### src/inc/fbst_pkg.sv
// constants and types shared by the boundary-scan test port
package fbst_pkg;

   // =========================================================
   // register widths and capture values
   localparam int          IR_W       = 4;
   localparam int          ID_W       = 32;
   localparam logic [3:0]  IR_CAPTURE = 4'h1;        // low bits 01 on capture
   localparam logic [3:0]  OP_IDCODE  = 4'h2;
   localparam logic [3:0]  OP_BYPASS  = 4'hf;
   localparam logic [31:0] ID_DEFAULT = 32'h0000_0001; // arbitrary value, lsb must be 1

   // =========================================================
   // tap reset by mode select
   localparam int          RESET_ONES = 5;           // consecutive high samples
   localparam logic [2:0]  ONES_LAST  = 3'h4;        // count before the fifth sample
   localparam logic [2:0]  ONES_MAX   = 3'h5;

   // =========================================================
   // controller states
   typedef enum logic [3:0] {
      S_TLR, S_RTI,
      S_SEL_DR, S_CAP_DR, S_SH_DR, S_EX1_DR, S_PA_DR, S_EX2_DR, S_UPD_DR,
      S_SEL_IR, S_CAP_IR, S_SH_IR, S_EX1_IR, S_PA_IR, S_EX2_IR, S_UPD_IR
   } fbst_state_t;

endpackage

### src/rtl/fbst_pin_sync.sv
// three-stage pin synchroniser with agreement filter
`timescale 1ns/1ps

module fbst_pin_sync #(
   parameter logic INIT = 1'b0                     // idle level of the pin
) (
   input  wire logic CLK,                          // system clock
   input  wire logic RST,                          // async reset, active high
   input  wire logic PIN,                          // raw pin from outside
   output logic      LEVEL                         // filtered level
);

   logic s1_reg, s2_reg, s3_reg, level_reg;
   logic level_next;

   // =========================================================
   // filter: a change counts once stages two and three agree
   always_comb begin
      level_next = level_reg;
      if (s2_reg == s3_reg) begin
         level_next = s3_reg;
      end
   end

   // stage one is read only by stage two, never by logic
   always_ff @(posedge CLK or posedge RST) begin
      if (RST) begin
         s1_reg    <= INIT;
         s2_reg    <= INIT;
         s3_reg    <= INIT;
         level_reg <= INIT;
      end else begin
         s1_reg    <= PIN;
         s2_reg    <= s1_reg;
         s3_reg    <= s2_reg;
         level_reg <= level_next;
      end
   end

   assign LEVEL = level_reg;

endmodule // fbst_pin_sync

### src/rtl/fbst_tap.sv
// boundary-scan test access port of the fifo, oversampling the test clock
//
// What this block does
// - Mode select and data in are sampled on each rising test-clock edge.
// - Test outputs change only on falling test-clock edges, or at once on test reset.
// - Data in shifts into the selected instruction, id or bypass register.
// - Data out comes from the selected register, updated on falling edges.
// - Data out is high impedance except in shift-dr and shift-ir.
// - An unconnected data in reads as high.
// - An unconnected mode select reads as high.
// - Mode select steers the controller between its states.
// - Test reset low resets the controller at once, without a clock edge.
// - No self reset at power-up; test reset or five high mode samples needed.
// - Fifo data outputs stay high impedance until the controller is reset.
`timescale 1ns/1ps

module fbst_tap #(
   parameter logic [fbst_pkg::ID_W-1:0] ID_CODE = fbst_pkg::ID_DEFAULT  // arbitrary
) (
   input  wire logic CLK,                          // 40 MHz system clock
   input  wire logic RST,                          // async reset, active high
   input  wire logic TCK,                          // test clock pin
   input  wire logic TMS,                          // mode select pin
   input  wire logic TDI,                          // test data in pin
   input  wire logic TRST_N,                       // test reset pin, active low
   output logic      TDO,                          // test data out
   output logic      TDO_OE_N,                     // low while TDO is driven
   output logic      Q_OUT_EN                      // high lets fifo data outputs drive
);
   import fbst_pkg::*;

   if (ID_CODE[0] != 1'b1) begin : g_chk
      $error("ID_CODE bit 0 must be 1");
   end

   // =========================================================
   // pin synchronisers
   logic tck_q, tms_q, tdi_q, trst_n_q;

   fbst_pin_sync #(.INIT(1'b0)) u_tck (.CLK(CLK), .RST(RST), .PIN(TCK), .LEVEL(tck_q));
   // idle high stands in for the pad pull-up on an open pin
   fbst_pin_sync #(.INIT(1'b1)) u_tms (.CLK(CLK), .RST(RST), .PIN(TMS), .LEVEL(tms_q));
   fbst_pin_sync #(.INIT(1'b1)) u_tdi (.CLK(CLK), .RST(RST), .PIN(TDI), .LEVEL(tdi_q));
   fbst_pin_sync #(.INIT(1'b1)) u_trst (.CLK(CLK), .RST(RST), .PIN(TRST_N),
                                        .LEVEL(trst_n_q));

   // test clock edges found from the filtered level
   logic tck_d_reg;
   logic rise, fall;

   always_ff @(posedge CLK or posedge RST) begin
      if (RST) begin
         tck_d_reg <= 1'b0;
      end else begin
         tck_d_reg <= tck_q;
      end
   end

   assign rise = tck_q & ~tck_d_reg;
   assign fall = ~tck_q & tck_d_reg;

   // raw pin as async reset: acts with no clock, so a glitch on it
   // resets the controller; the board must keep the pin clean
   logic tap_rst;
   assign tap_rst = RST | ~TRST_N;

   // =========================================================
   // controller and shift registers, advanced on rising edges
   fbst_state_t          state_reg, state_next;
   logic [IR_W-1:0]      ir_sr_reg, ir_sr_next;
   logic [IR_W-1:0]      ir_reg, ir_next;
   logic [ID_W-1:0]      dr_sr_reg, dr_sr_next;
   logic                 sel_id;

   assign sel_id = (ir_reg == OP_IDCODE);

   // next state from mode select, sixteen-state sequence
   function automatic fbst_state_t step(input fbst_state_t s, input logic m);
      case (s)
         S_TLR:    step = m ? S_TLR    : S_RTI;
         S_RTI:    step = m ? S_SEL_DR : S_RTI;
         S_SEL_DR: step = m ? S_SEL_IR : S_CAP_DR;
         S_CAP_DR: step = m ? S_EX1_DR : S_SH_DR;
         S_SH_DR:  step = m ? S_EX1_DR : S_SH_DR;
         S_EX1_DR: step = m ? S_UPD_DR : S_PA_DR;
         S_PA_DR:  step = m ? S_EX2_DR : S_PA_DR;
         S_EX2_DR: step = m ? S_UPD_DR : S_SH_DR;
         S_UPD_DR: step = m ? S_SEL_DR : S_RTI;
         S_SEL_IR: step = m ? S_TLR    : S_CAP_IR;
         S_CAP_IR: step = m ? S_EX1_IR : S_SH_IR;
         S_SH_IR:  step = m ? S_EX1_IR : S_SH_IR;
         S_EX1_IR: step = m ? S_UPD_IR : S_PA_IR;
         S_PA_IR:  step = m ? S_EX2_IR : S_PA_IR;
         S_EX2_IR: step = m ? S_UPD_IR : S_SH_IR;
         S_UPD_IR: step = m ? S_SEL_DR : S_RTI;
         default:  step = S_TLR;
      endcase
   endfunction

   always_comb begin
      state_next = state_reg;
      ir_sr_next = ir_sr_reg;
      ir_next    = ir_reg;
      dr_sr_next = dr_sr_reg;
      if (rise) begin
         state_next = step(state_reg, tms_q);
         case (state_reg)
            S_TLR:    ir_next = OP_IDCODE;
            S_CAP_IR: ir_sr_next = IR_CAPTURE;
            S_SH_IR:  ir_sr_next = {tdi_q, ir_sr_reg[IR_W-1:1]};
            S_UPD_IR: ir_next = ir_sr_reg;
            // bypass captures zero, id register its code
            S_CAP_DR: dr_sr_next = sel_id ? ID_CODE : '0;
            S_SH_DR: begin
               if (sel_id) begin
                  dr_sr_next = {tdi_q, dr_sr_reg[ID_W-1:1]};
               end else begin
                  dr_sr_next = {{(ID_W-1){1'b0}}, tdi_q};
               end
            end
            default: ;
         endcase
      end
   end

   always_ff @(posedge CLK or posedge tap_rst) begin
      if (tap_rst) begin
         state_reg <= S_TLR;
         ir_sr_reg <= IR_CAPTURE;
         ir_reg    <= OP_IDCODE;
         dr_sr_reg <= '0;
      end else begin
         state_reg <= state_next;
         ir_sr_reg <= ir_sr_next;
         ir_reg    <= ir_next;
         dr_sr_reg <= dr_sr_next;
      end
   end

   // =========================================================
   // data out, changed on falling edges only
   logic tdo_reg, tdo_next;
   logic oe_n_reg, oe_n_next;

   always_comb begin
      tdo_next  = tdo_reg;
      oe_n_next = oe_n_reg;
      if (fall) begin
         case (state_reg)
            S_SH_IR: begin
               tdo_next  = ir_sr_reg[0];
               oe_n_next = 1'b0;
            end
            S_SH_DR: begin
               tdo_next  = dr_sr_reg[0];
               oe_n_next = 1'b0;
            end
            default: oe_n_next = 1'b1;
         endcase
      end
   end

   always_ff @(posedge CLK or posedge tap_rst) begin
      if (tap_rst) begin
         tdo_reg  <= 1'b0;
         oe_n_reg <= 1'b1;
      end else begin
         tdo_reg  <= tdo_next;
         oe_n_reg <= oe_n_next;
      end
   end

   assign TDO      = tdo_reg;
   assign TDO_OE_N = oe_n_reg;

   // =========================================================
   // proper-reset flag; device reset clears it, it never sets itself
   logic [2:0] ones_reg, ones_next;
   logic       ok_reg, ok_next;

   always_comb begin
      ones_next = ones_reg;
      ok_next   = ok_reg;
      if (rise) begin
         if (!tms_q) begin
            ones_next = 3'h0;
         end else if (ones_reg != ONES_MAX) begin
            ones_next = ones_reg + 3'h1;
         end
      end
      // set wins: test reset seen, or the fifth high sample
      if (!trst_n_q || (rise && tms_q && ones_reg == ONES_LAST)) begin
         ok_next = 1'b1;
      end
   end

   always_ff @(posedge CLK or posedge RST) begin
      if (RST) begin
         ones_reg <= 3'h0;
         ok_reg   <= 1'b0;
      end else begin
         ones_reg <= ones_next;
         ok_reg   <= ok_next;
      end
   end

   assign Q_OUT_EN = ok_reg;
endmodule // fbst_tap

### config.mk
export PLATFORM = sky130hd
export DESIGN_NAME = fbst_tap
export DESIGN_NICKNAME = d
export VERILOG_FILES = /design/src/inc/fbst_pkg.sv /design/src/rtl/fbst_pin_sync.sv /design/src/rtl/fbst_tap.sv
export SDC_FILE = /design/constraint.sdc
export NUM_CORES = 1
export LEC_CHECK = 0
export BUFFER_PORTS_ARGS = -buffer_cell sky130_fd_sc_hd__buf_2
export CAP_MARGIN = 15
export CORE_MARGIN = 2
export CORE_UTILIZATION = 41
export CTS_CLUSTER_SIZE = 12
export DETAILED_ROUTE_END_ITERATION = 12
export SKIP_CTS_REPAIR_TIMING = 1
export SYNTH_ARGS = -nofsm -noshare
export SYNTH_HDL_FRONTEND = slang
export SYNTH_SLANG_ARGS = --single-unit
### constraint.sdc
create_clock -name CLK -period 3.9 [get_ports CLK]
set_clock_uncertainty 0.15 [all_clocks]
set_input_delay 0.39 -clock CLK [delete_from_list [all_inputs] [get_ports CLK]]
set_output_delay 0.39 -clock CLK [all_outputs]
set_load 0.02 [all_outputs]
After elaboration in Yosys (flattened, before gate mapping):

Index checks and enable logic that the tools add are counted.
W data, S select, Z words.

* logic and storage cells: 95
* output and inout port bits: 3
* flip-flop bits (word level): 67
* input bits: 6

* equal/unequal tests: 23
* bitwise operators: 6
* mux-type cells: 22
* add/sub/neg operators: 1
* reductions and logical operators: 18

Operator list (number)
* $pmux W32 S2: 1
* $pmux W4 S12: 1
* $eq A4 B4 Y1 const B: 8
* $mux W32: 1
* $eq A4 B3 Y1 const B: 4
* $mux W4: 4
* $pmux W4 S2: 2
* $eq A4 B2 Y1 const B: 3
* $mux W3: 4
* $reduce_and A2 Y1: 5
* $reduce_bool A2 Y1: 4
* $mux W2: 3
* $reduce_or A2 Y1: 3
* $mux W1: 5
* $eq A1 B1 Y1: 4
* $eq A4 B1 Y1 const B: 1
* $logic_not A4 Y1: 1
* $add A3 B1 Y3 const B: 1
* $eq A3 B3 Y1 const B: 1
* $ne A3 B3 Y1 const B: 1
* $not A1 Y1: 3
* $reduce_or A3 Y1: 1
* $and A1 B1 Y1: 2
* $logic_and A1 B1 Y1: 2
* other kinds (5): 5

Depth between registers and ports, before layout:

Gate-level depths: netlist (run 1).

* word-level depth: 5
* mapped depth: 7
* mapped depth without buffers: 6

Hierarchy:

Synthesis (run 1) repeated with hierarchy kept, for this count alone.

* cell total of the unflattened synthesis: 220
* area, all modules: 2743.9 sq um

Modules (own cells, without submodules)
* fbst_tap: instances 1, cells an instance 196, area each 2268.4 sq um, sequential area each 1280.0 sq um
* fbst_pin_sync (u_tdi ...): instances 3, cells an instance 6, area each 120.1 sq um, sequential area each 105.1 sq um
* fbst_pin_sync (u_tck): instances 1, cells an instance 6, area each 115.1 sq um, sequential area each 100.1 sq um

Worst setup path after synthesis (run 1):

No wires, ideal clock.

* kind: reg-to-reg
* start: reg state_reg[0]
* end: reg dr_sr_reg[10]
* stages on the path, launching flop included: 7
* arrival time: 1.564 ns
* clock period less this slack: 1.835 ns
* library setup time: 0.121 ns
* buffers on the path: 3
* slack: 2.065 ns
* required time: 3.629 ns
* path through: dfrtp_1 buf_6 or3b_1 a211o_1 buf_4 buf_6 a22o_1

* word-level cells in the longest chain between the ends: 3
* elaborated cells between the ends (all ways): 5
* classes of those cells: eq/ne: 2; mux: 1; reduce/logical: 2

RTL lines
* from (decl): line fbst_tap.sv:69 `fbst_state_t state_reg, state_next;`
* from (signal assigned): line fbst_tap.sv:133 `state_reg <= state_next;`
* $eq A4 B3 Y1 or $eq A4 B2 Y1 (tied branches): line fbst_tap.sv:107 `case (state_reg)`
* $reduce_bool A2 Y1 (no source line)
* $reduce_and A2 Y1 (no source line)
* to (signal assigned): line fbst_tap.sv:136 `dr_sr_reg <= dr_sr_next;`
* to (decl): line fbst_tap.sv:72 `logic [ID_W-1:0] dr_sr_reg, dr_sr_next;`

Parallel ways exist; a longest one is shown, timed or not.
A chain may end at the register's enable or synchronous reset.

Final worst setup path (run 1):

* start: reg state_reg[0]
* end: reg dr_sr_reg[23]

The elaborated chain is that of the path after synthesis.

==> impl_metrics.yaml, run 1 <==
global_route:
  grt_pass1_vias: 1576
  grt.total_usage_pct: 13.8
  grt_max_degree: 36
  grt_pass1_wl_um: 7760
  antenna_found_initial: 0
  grt.overflow.total: 0
floorplanning:
  io_pins: 9
  fp-row-count: 29
  die-area_um2: 7300
  die_height_um: 85.5
  initial_utilization_pct: 42.6
  core_um2: 6390
  fp.dieW_um: 85.5
clock_tree:
  cts_root_buf: "clkbuf_8"
  cts_sinks: 67
  cts_tree: "built"
  cts.htree.levels: 3
  clk_pin_slew_ns: 0.07
  clock_latency_ns: 0.33
  cts_inserted_buffers: 9
  cts_buffer_depth: 2
pwr:
  p_leak_uw: 0.00135
  power_density_nw_per_um2: 590
  peakVddDrop_mv: 0.426
  power.total_uw: 1770
sta:
  slew_headroom_pct: 29.6
  finalHoldViolCount: 0
  rsz0062_at_grt: "no"
  tightest_slew_ns: 1.06
  max_freq_mhz: 432
  setup-tns-final_ns: 0
  setup_violations: 0
  slew_viol_final: 0
  period_minus_slack_ns: 2.31
  period_share_pct: 59.4
routing:
  post_drt_wl_per_cell_um: 14.3
  drtIter0Drc: 129
  dr.pass1.iters: 4
  vias: 1659
  final_antenna_net_count: 0
  via_per_inst: 5.33
  drc: 0
  finalWirelength_um: 4440
worst_hold_path:
  hp-class: "input pin to async pin"
placement:
  gp_congestion: 0.748
  place_area_um2: 2780
  dp_hpwl_um: 2680
  numPortBuffers: 8
cells_and_area:
  multiInputGateArea_um2: 902
  most-common-layout-cells: "dfrtp_1 (52), a22o_1 (33), dfstp_2 (15)"
  diodes: 0
  design_area_um2: 3000
  syn2layout_area_growth_pct: 10.3
  drive_gt1_share_pct: 17.9
  seqCellArea_um2: 1700
  layout_commonest_cell: "dfrtp_1"
  largest_register_ffs: 32
  fin_nets: 238
  n_fill_cell: 588
setup_path:
  start_kind: "register"
  crit_slowest_cell: "a211o_1"
  critPathCaptureType: "register"
  path_cells: "or3b_1 > a211o_1 > a22o_1"
  path_class: "register to register"
  crit_path_max_fanout: 35
  max_stage_delay_ns: 0.65
  reg2reg_setup_slack_ns: 1.59
  arrival_ns: 2.37
  required_ns: 3.96
logic_synthesis:
  synth_cell_types: 41
  synthesis.nets: 228
  ys_top_cells_by_area: "dfrtp_1 (48%), dfstp_2 (14%), a22o_1 (11%)"
  syn_avg_cell_area_um2: 12.4
  netlist.area_leader.share_pct: 47.8
  synth_area_um2: 2720
  syn_inst: 219
  ys_ff_latch: 67
  yosysWarningCount: 0
  seq_area_frac_synth_pct: 62.3
  yosys.area.top_type: "dfrtp_1"
outcome:
  status: "finished, final reports clean"
flow_run:
  maxCapViolations: 0
==> layer usage <==
metal | routed length [um] | global-route usage (%) | vias to the layer above | share of wire (%)
li1 | - | - | 813 | -
met1 | 2260 | 20.4 | 818 | 51
met2 | 1960 | 18.3 | 21 | 44
met3 | 130 | 4.38 | 7 | 2.9
met4 | 83 | 6.49 | 0 | 1.9
met5 | 0 | 0 | - | 0
==> worst max-delay path, delay by kind of cell, from the launching register on <==
kind | cells | cell delay (ns)
DFF | 1 | 0.60
and+or+nand+nor | 1 | 0.44
AOI/OAI and AO/OA | 2 | 1.00
==> cell families (layout without fill, tap and decap cells) <==
family	count (synthesis)	count (layout)	synth area share (%)
muxes	3	3	1.20
AOI/OAI and AO/OA	68	68	18.3
adders and majority gates	7	7	2.85
buffers and inverters	23	38	4.78
DFF	67	67	62.3
and+or+nand+nor	51	51	10.5
==> final cells by class <==
class	count	share of cell area [%]
inverter	8	1.00
sequential	67	56.5
tap	77	3.21
multi-input combinational	129	30.1
clock inverter	4	1.50
timing repair buffer	14	3.17
clock buffer	12	4.51
==> cell usage after synthesis (all sizes together) <==
| cell | instances |
|---|---|
| a211o | 1 |
| a211oi | 1 |
| a21oi | 11 |
| a22o | 33 |
| a22oi | 1 |
| a2bb2oi | 1 |
| a31o | 1 |
| a31oi | 1 |
| and3 | 1 |
| buf | 8 |
| clkbuf | 7 |
| dfrtp | 52 |
| dfstp | 15 |
| ha | 3 |
| inv | 8 |
| maj3 | 4 |
| mux2 | 2 |
| mux2i | 1 |
| nand2 | 11 |
| nand2b | 3 |
| nand3 | 7 |
| nand3b | 3 |
| nand4 | 2 |
| nor2 | 13 |
| nor2b | 4 |
| nor3 | 2 |
| nor4 | 1 |
| nor4b | 2 |
| o2111ai | 1 |
| o211a | 1 |
| o211ai | 1 |
| o21ai | 12 |
| o22ai | 2 |
| o31ai | 1 |
| or3b | 1 |
| or4 | 1 |
==> through the flow <==
step                      instances  hold WS, ns  utilization (%)  setup slack (ns)
final                           311       0.0534             47.0              1.59
after global routing            311       0.0964             47.0              1.44
after CTS                       307     -0.00918             46.3              1.57
after detailed placement        291        0.190             43.5              1.59
after global placement          291        0.184             43.5              1.59
after floorplan                 219        0.181                -             0.589
==> final timing paths <==
path / startpoint / end / cells past startpoint
worst min register to register: u_tck.s1_reg / u_tck.s2_reg / 0
worst min-delay path: RST / u_tck.s1_reg / 2
worst max register to register: state_reg[0] / dr_sr_reg[23] / 3
worst max-delay path: state_reg[0] / dr_sr_reg[23] / 3
min in group CLK: u_tck.s1_reg / u_tck.s2_reg / 0
max in group asynchronous: TRST_N / dr_sr_reg[8] / 4
==> where the power goes <==
part	internal [uW]	switching (uW)
Clock	293	238
Sequential	785	135
Combinational	142	175
Note: power is estimated with default switching activity, not from simulation.
==> inputs of run 2 (changes only) <==
--- a/config.mk
+++ b/config.mk
@@ -5,6 +5,7 @@
 export SDC_FILE = /design/constraint.sdc
 export NUM_CORES = 1
 export LEC_CHECK = 0
+export ABC_AREA = 1
 export BUFFER_PORTS_ARGS = -buffer_cell sky130_fd_sc_hd__buf_2
 export CAP_MARGIN = 15
 export CORE_MARGIN = 2
==> constraint.sdc (replaced) <==
create_clock -name CLK -period 1.9 [get_ports CLK]
set_clock_uncertainty 0.15 [all_clocks]
set_input_delay 0.19 -clock CLK [delete_from_list [all_inputs] [get_ports CLK]]
set_output_delay 0.19 -clock CLK [all_outputs]
set_load 0.02 [all_outputs]
==> impl_metrics.yaml, run 2 <==
worst_hold_path:
  hp-class: "register to register"
global_route:
  grt_pass1_vias: 1878
  antenna_found_initial: 0
  grt.overflow.total: 0
  grt_max_degree: 47
  grt.total_usage_pct: 14.4
  grt_pass1_wl_um: 8450
routing:
  via_per_inst: 4.82
  dr.pass1.iters: 4
  drtIter0Drc: 121
  drc: 0
  finalWirelength_um: 4860
  post_drt_wl_per_cell_um: 12.0
  vias: 1951
  final_antenna_net_count: 0
sta:
  period_minus_slack_ns: 1.69
  tightest_slew_ns: 0.351
  holdWs_ns: 0.203
  max_freq_mhz: 590
  setup_violations: 0
  period_share_pct: 89.2
  rsz0062_at_grt: "no"
  slew_viol_final: 0
  slew_headroom_pct: 76.6
  setup-tns-final_ns: 0
  finalHoldViolCount: 0
logic_synthesis:
  yosysWarningCount: 0
  synth_area_um2: 2880
  ys_top_cells_by_area: "dfrtp_1 (45%), dfstp_2 (14%), inv_1 (6.3%)"
  async_flop_share_pct: 100
  yosys.area.top_type: "dfrtp_1"
  syn_avg_cell_area_um2: 10.2
  ys.flop_type: "dfrtp_1"
  netlist.area_leader.share_pct: 45.2
  synth_cell_types: 29
  synth_common_cells: "dfrtp_1 (52), inv_1 (48), nand2_1 (40), o22ai_1 (22)"
  synth_most_common_cell: "dfrtp_1"
  ys_ff_latch: 67
  synth_edf_count: 0
  synthesis.nets: 290
  seq_area_frac_synth_pct: 58.9
  syn_inst: 281
clock_tree:
  cts_sinks: 67
  cts_inserted_buffers: 9
  cts_buffer_depth: 2
  cts_tree: "built"
  clock_latency_ns: 0.34
  cts_root_buf: "clkbuf_8"
  clk_pin_slew_ns: 0.07
  cts.htree.levels: 3
setup_path:
  start_kind: "register"
  path_class: "register to register"
  max_stage_delay_ns: 0.44
  crit_buf_inv: 1
  critPathCaptureType: "register"
  crit_slowest_cell: "dfrtp_1"
  arrival_ns: 1.80
  cp_top_family: "simple AND/OR/NAND/NOR gates"
  crit_path_max_fanout: 31
  required_ns: 2.01
  path_cells: "nor2_1 > nand2_2 > a21oi_4 > buf_12 > nand4_1 > o21ai_0"
cells_and_area:
  design_area_um2: 3310
  n_fill_cell: 628
  seqCellArea_um2: 1700
  most-common-layout-cells: "dfrtp_1 (52), inv_1 (48), nand2_1 (40)"
  fin_nets: 313
  largest_register_ffs: 32
  layout_commonest_cell: "dfrtp_1"
  syn2layout_area_growth_pct: 14.9
  diodes: 0
  multiInputGateArea_um2: 920
  drive_gt1_share_pct: 23.9
floorplanning:
  die-area_um2: 7710
  core_um2: 6790
  io_pins: 9
  fp.dieW_um: 87.8
  initial_utilization_pct: 42.4
  fp-row-count: 30
  die_height_um: 87.8
placement:
  gp_congestion: 0.834
  dp_hpwl_um: 3110
  numPortBuffers: 8
  place_area_um2: 3060
pwr:
  power_density_nw_per_um2: 1120
  peakVddDrop_mv: 0.637
  p_leak_uw: 0.00144
flow_run:
  maxCapViolations: 0
outcome:
  status: "finished, final reports clean"
==> run 2: cell count changes in the layout (fill, tap and decap cells not counted), sizes merged, moves of 3 or more <==
cell and change:
nand2b -3, a22o -33, clkbuf -3, inv +46, nand3 +8, o21ai +4
buf +5, nand2 +32, nor2 +6, o22ai +30, nor2b -4
==> run 2: area by class of cell <==
class / count / share of cell area, %
tap: 96 / 3.63
clock inverter: 7 / 2.31
sequential: 67 / 51.3
inverter: 54 / 6.17
timing repair buffer: 20 / 5.07
clock buffer: 9 / 3.75
multi-input combinational: 152 / 27.8
==> run 2: worst paths after layout <==
path                              start  depth (start not counted)       endpoint  slack, ns
setup / recovery           state_reg[3]                          6  dr_sr_reg[31]       0.21
hold / removal             u_tck.s1_reg                          0   u_tck.s2_reg       0.20
setup reg to reg           state_reg[3]                          6  dr_sr_reg[31]       0.21
hold reg to reg            u_tck.s1_reg                          0   u_tck.s2_reg       0.20
max in group asynchronous           RST                          4      ir_reg[1]       0.95
min in group asynchronous           RST                          4       Q_OUT_EN       0.29
==> run 2: cell families after synthesis <==
logic type               Yosys count  share of synthesized area [%]
AO/OA/AOI/OAI                     61                           14.8
adder cells (fa/ha/maj)            7                           2.69
buffers and inverters             62                           9.43
flip-flops                        67                           58.9
AND/OR/NAND/NOR                   84                           14.2
==> run 2: power by group <==
part	leakage (uW)	switching, uW	internal [uW]	total [uW]
clock network	0.0000958	559	611	1170
registers	0.000854	143	1580	1730
logic	0.000493	528	270	799
total	0.00144	1230	2470	3700
==> run 2: routing by layer <==
layer  global-route usage [%]  share of wire, %  vias to the layer above
met5                        0                 0                        -
met4                     6.15               1.6                        0
met3                     5.18               3.6                        6
met2                     21.2                46                       32
met1                     19.2                49                      944
li1                         -                 -                      969
==> run 2: worst reg2reg max path: cells and delay by family, from the launching register on <==
kind / cells / cell delay (ns)
AND/OR/NAND/NOR: 3 / 0.53
flip-flops: 1 / 0.44
AO/OA/AOI/OAI: 2 / 0.29
buffers and inverters: 1 / 0.22
==> run 2: per-stage QoR <==
stage          total power (uW)  utilization, %  cells  setup slack [ns]
2_1_floorplan              2360               -    281            0.0378
3_3_place_gp               2530            45.0    384             0.191
3_5_place_dp               2540            45.0    384             0.244
4_1_cts                    3730            47.9    400             0.209
5_1_grt                    3940            48.7    405            0.0799
6_report                   3700            48.7    405             0.205
==> inputs of run 3 (changes only) <==
--- a/config.mk
+++ b/config.mk
@@ -9,9 +9,11 @@
 export BUFFER_PORTS_ARGS = -buffer_cell sky130_fd_sc_hd__buf_2
 export CAP_MARGIN = 15
 export CORE_MARGIN = 2
-export CORE_UTILIZATION = 41
+export CORE_UTILIZATION = 55
 export CTS_CLUSTER_SIZE = 12
 export DETAILED_ROUTE_END_ITERATION = 12
+export PLACE_DENSITY = 0.75
+export RECOVER_POWER = 25
 export SKIP_CTS_REPAIR_TIMING = 1
 export SYNTH_ARGS = -nofsm -noshare
 export SYNTH_HDL_FRONTEND = slang
==> impl_metrics.yaml, run 3 (synthesis gave the netlist of run 2 again) <==
outcome:
  status: "finished, final reports clean"
floorplanning:
  initial_utilization_pct: 56.7
  die-area_um2: 5830
  fp-row-count: 26
  die_height_um: 76.4
  core_um2: 5070
  io_pins: 9
  fp.dieW_um: 76.4
cells_and_area:
  fin_nets: 313
  drive_gt1_share_pct: 20.7
  syn2layout_area_growth_pct: 12.6
  diodes: 0
  n_fill_cell: 423
  largest_register_ffs: 32
  layout_commonest_cell: "dfrtp_1"
  design_area_um2: 3240
  seqCellArea_um2: 1700
  fin_cells: 379
  most-common-layout-cells: "dfrtp_1 (52), inv_1 (48), nand2_1 (40)"
  multiInputGateArea_um2: 920
clock_tree:
  clock_latency_ns: 0.33
  cts_inserted_buffers: 9
  clk_pin_slew_ns: 0.06
  cts.htree.levels: 3
  cts_tree: "built"
  cts_sinks: 67
  cts_root_buf: "clkbuf_8"
  cts_buffer_depth: 2
routing:
  final_antenna_net_count: 0
  finalWirelength_um: 4690
  post_drt_wl_per_cell_um: 12.4
  vias: 1924
  drtIter0Drc: 181
  dr.pass1.iters: 4
  drc: 0
  via_per_inst: 5.08
setup_path:
  crit_start: "state_reg[1]"
  arrival_ns: 1.84
  crit_path_max_fanout: 15
  start_kind: "register"
  crit_slowest_cell: "dfrtp_1"
  path_class: "register to register"
  max_stage_delay_ns: 0.50
  critPathCaptureType: "register"
  reg2reg_from: "state_reg[1]"
  required_ns: 2.00
  path_cells: "nor2_4 > nand2_4 > clkinv_2 > nand3_2 > buf_12 > o22ai_1"
global_route:
  grt.total_usage_pct: 18.3
  grt_pass1_wl_um: 8250
  grt_max_degree: 47
  antenna_found_initial: 0
  grt.overflow.total: 0
  grt_pass1_vias: 1879
pwr:
  peakVddDrop_mv: 0.735
  power_density_nw_per_um2: 1120
  p_leak_uw: 0.00143
sta:
  setup_violations: 0
  period_share_pct: 91.9
  finalHoldViolCount: 0
  slew_viol_final: 0
  period_minus_slack_ns: 1.75
  slew_headroom_pct: 33.0
  holdWs_ns: 0.199
  tightest_slew_ns: 1.00
  max_freq_mhz: 572
  rsz0062_at_grt: "no"
  setup-tns-final_ns: 0
worst_hold_path:
  hp-class: "register to register"
  hold_path_startpoint: "u_tck.s1_reg"
placement:
  place_area_um2: 3010
  dp_hpwl_um: 3260
  numPortBuffers: 8
  placed_cells: 358
  gp_congestion: 0.897
flow_run:
  maxCapViolations: 0
## run 3: worst max-delay path, delay by kind of cell, from the launching register on
kind / cells / cell delay, ns
buffers and inverters: 2 / 0.33
DFF: 1 / 0.50
and+or+nand+nor: 3 / 0.57
AOI/OAI and AO/OA: 1 / 0.12
## run 3: layout make-up
type	count	share of cell area (%)
Clock inverter	3	1.23
Inverter	54	6.29
Tap cell	70	2.70
Multi-Input combinational cell	152	28.4
Sequential cell	67	52.3
Clock buffer	13	4.59
Timing Repair Buffer	20	4.55
## run 3: final timing paths
kind	endpoint	slack [ns]	depth (start not counted)
max reg2reg	dr_sr_reg[16]	0.15	6
max	dr_sr_reg[16]	0.15	6
min reg2reg	u_tck.s2_reg	0.20	0
max in group asynchronous	ir_sr_reg[1]	0.29	5
min in group asynchronous	ones_reg[0]	0.41	3
min	u_tck.s2_reg	0.20	0
## run 3: where the power goes
| group | switching (uW) | internal (uW) |
|---|---|---|
| Sequential | 148 | 1580 |
| Combinational | 514 | 262 |
| Clock | 482 | 639 |
## run 3: per-stage QoR
stage | power [uW] | setup WS (ns) | utilization (%)
floorplan | 2360 | 0.0378 | -
global placement | 2510 | 0.265 | 59.3
detailed placement | 2530 | 0.170 | 59.3
CTS | 3660 | 0.144 | 63.1
global route | 3870 | 0.00251 | 63.9
finish | 3630 | 0.153 | 63.9
## run 3: routing by layer
layer / up-vias / share of wire, % / track usage [%]
li1: 976 / - / -
met1: 915 / 49 / 24.2
met2: 23 / 46 / 27.4
met3: 10 / 2.5 / 5.33
met4: 0 / 2.4 / 9.82
met5: - / 0 / 0
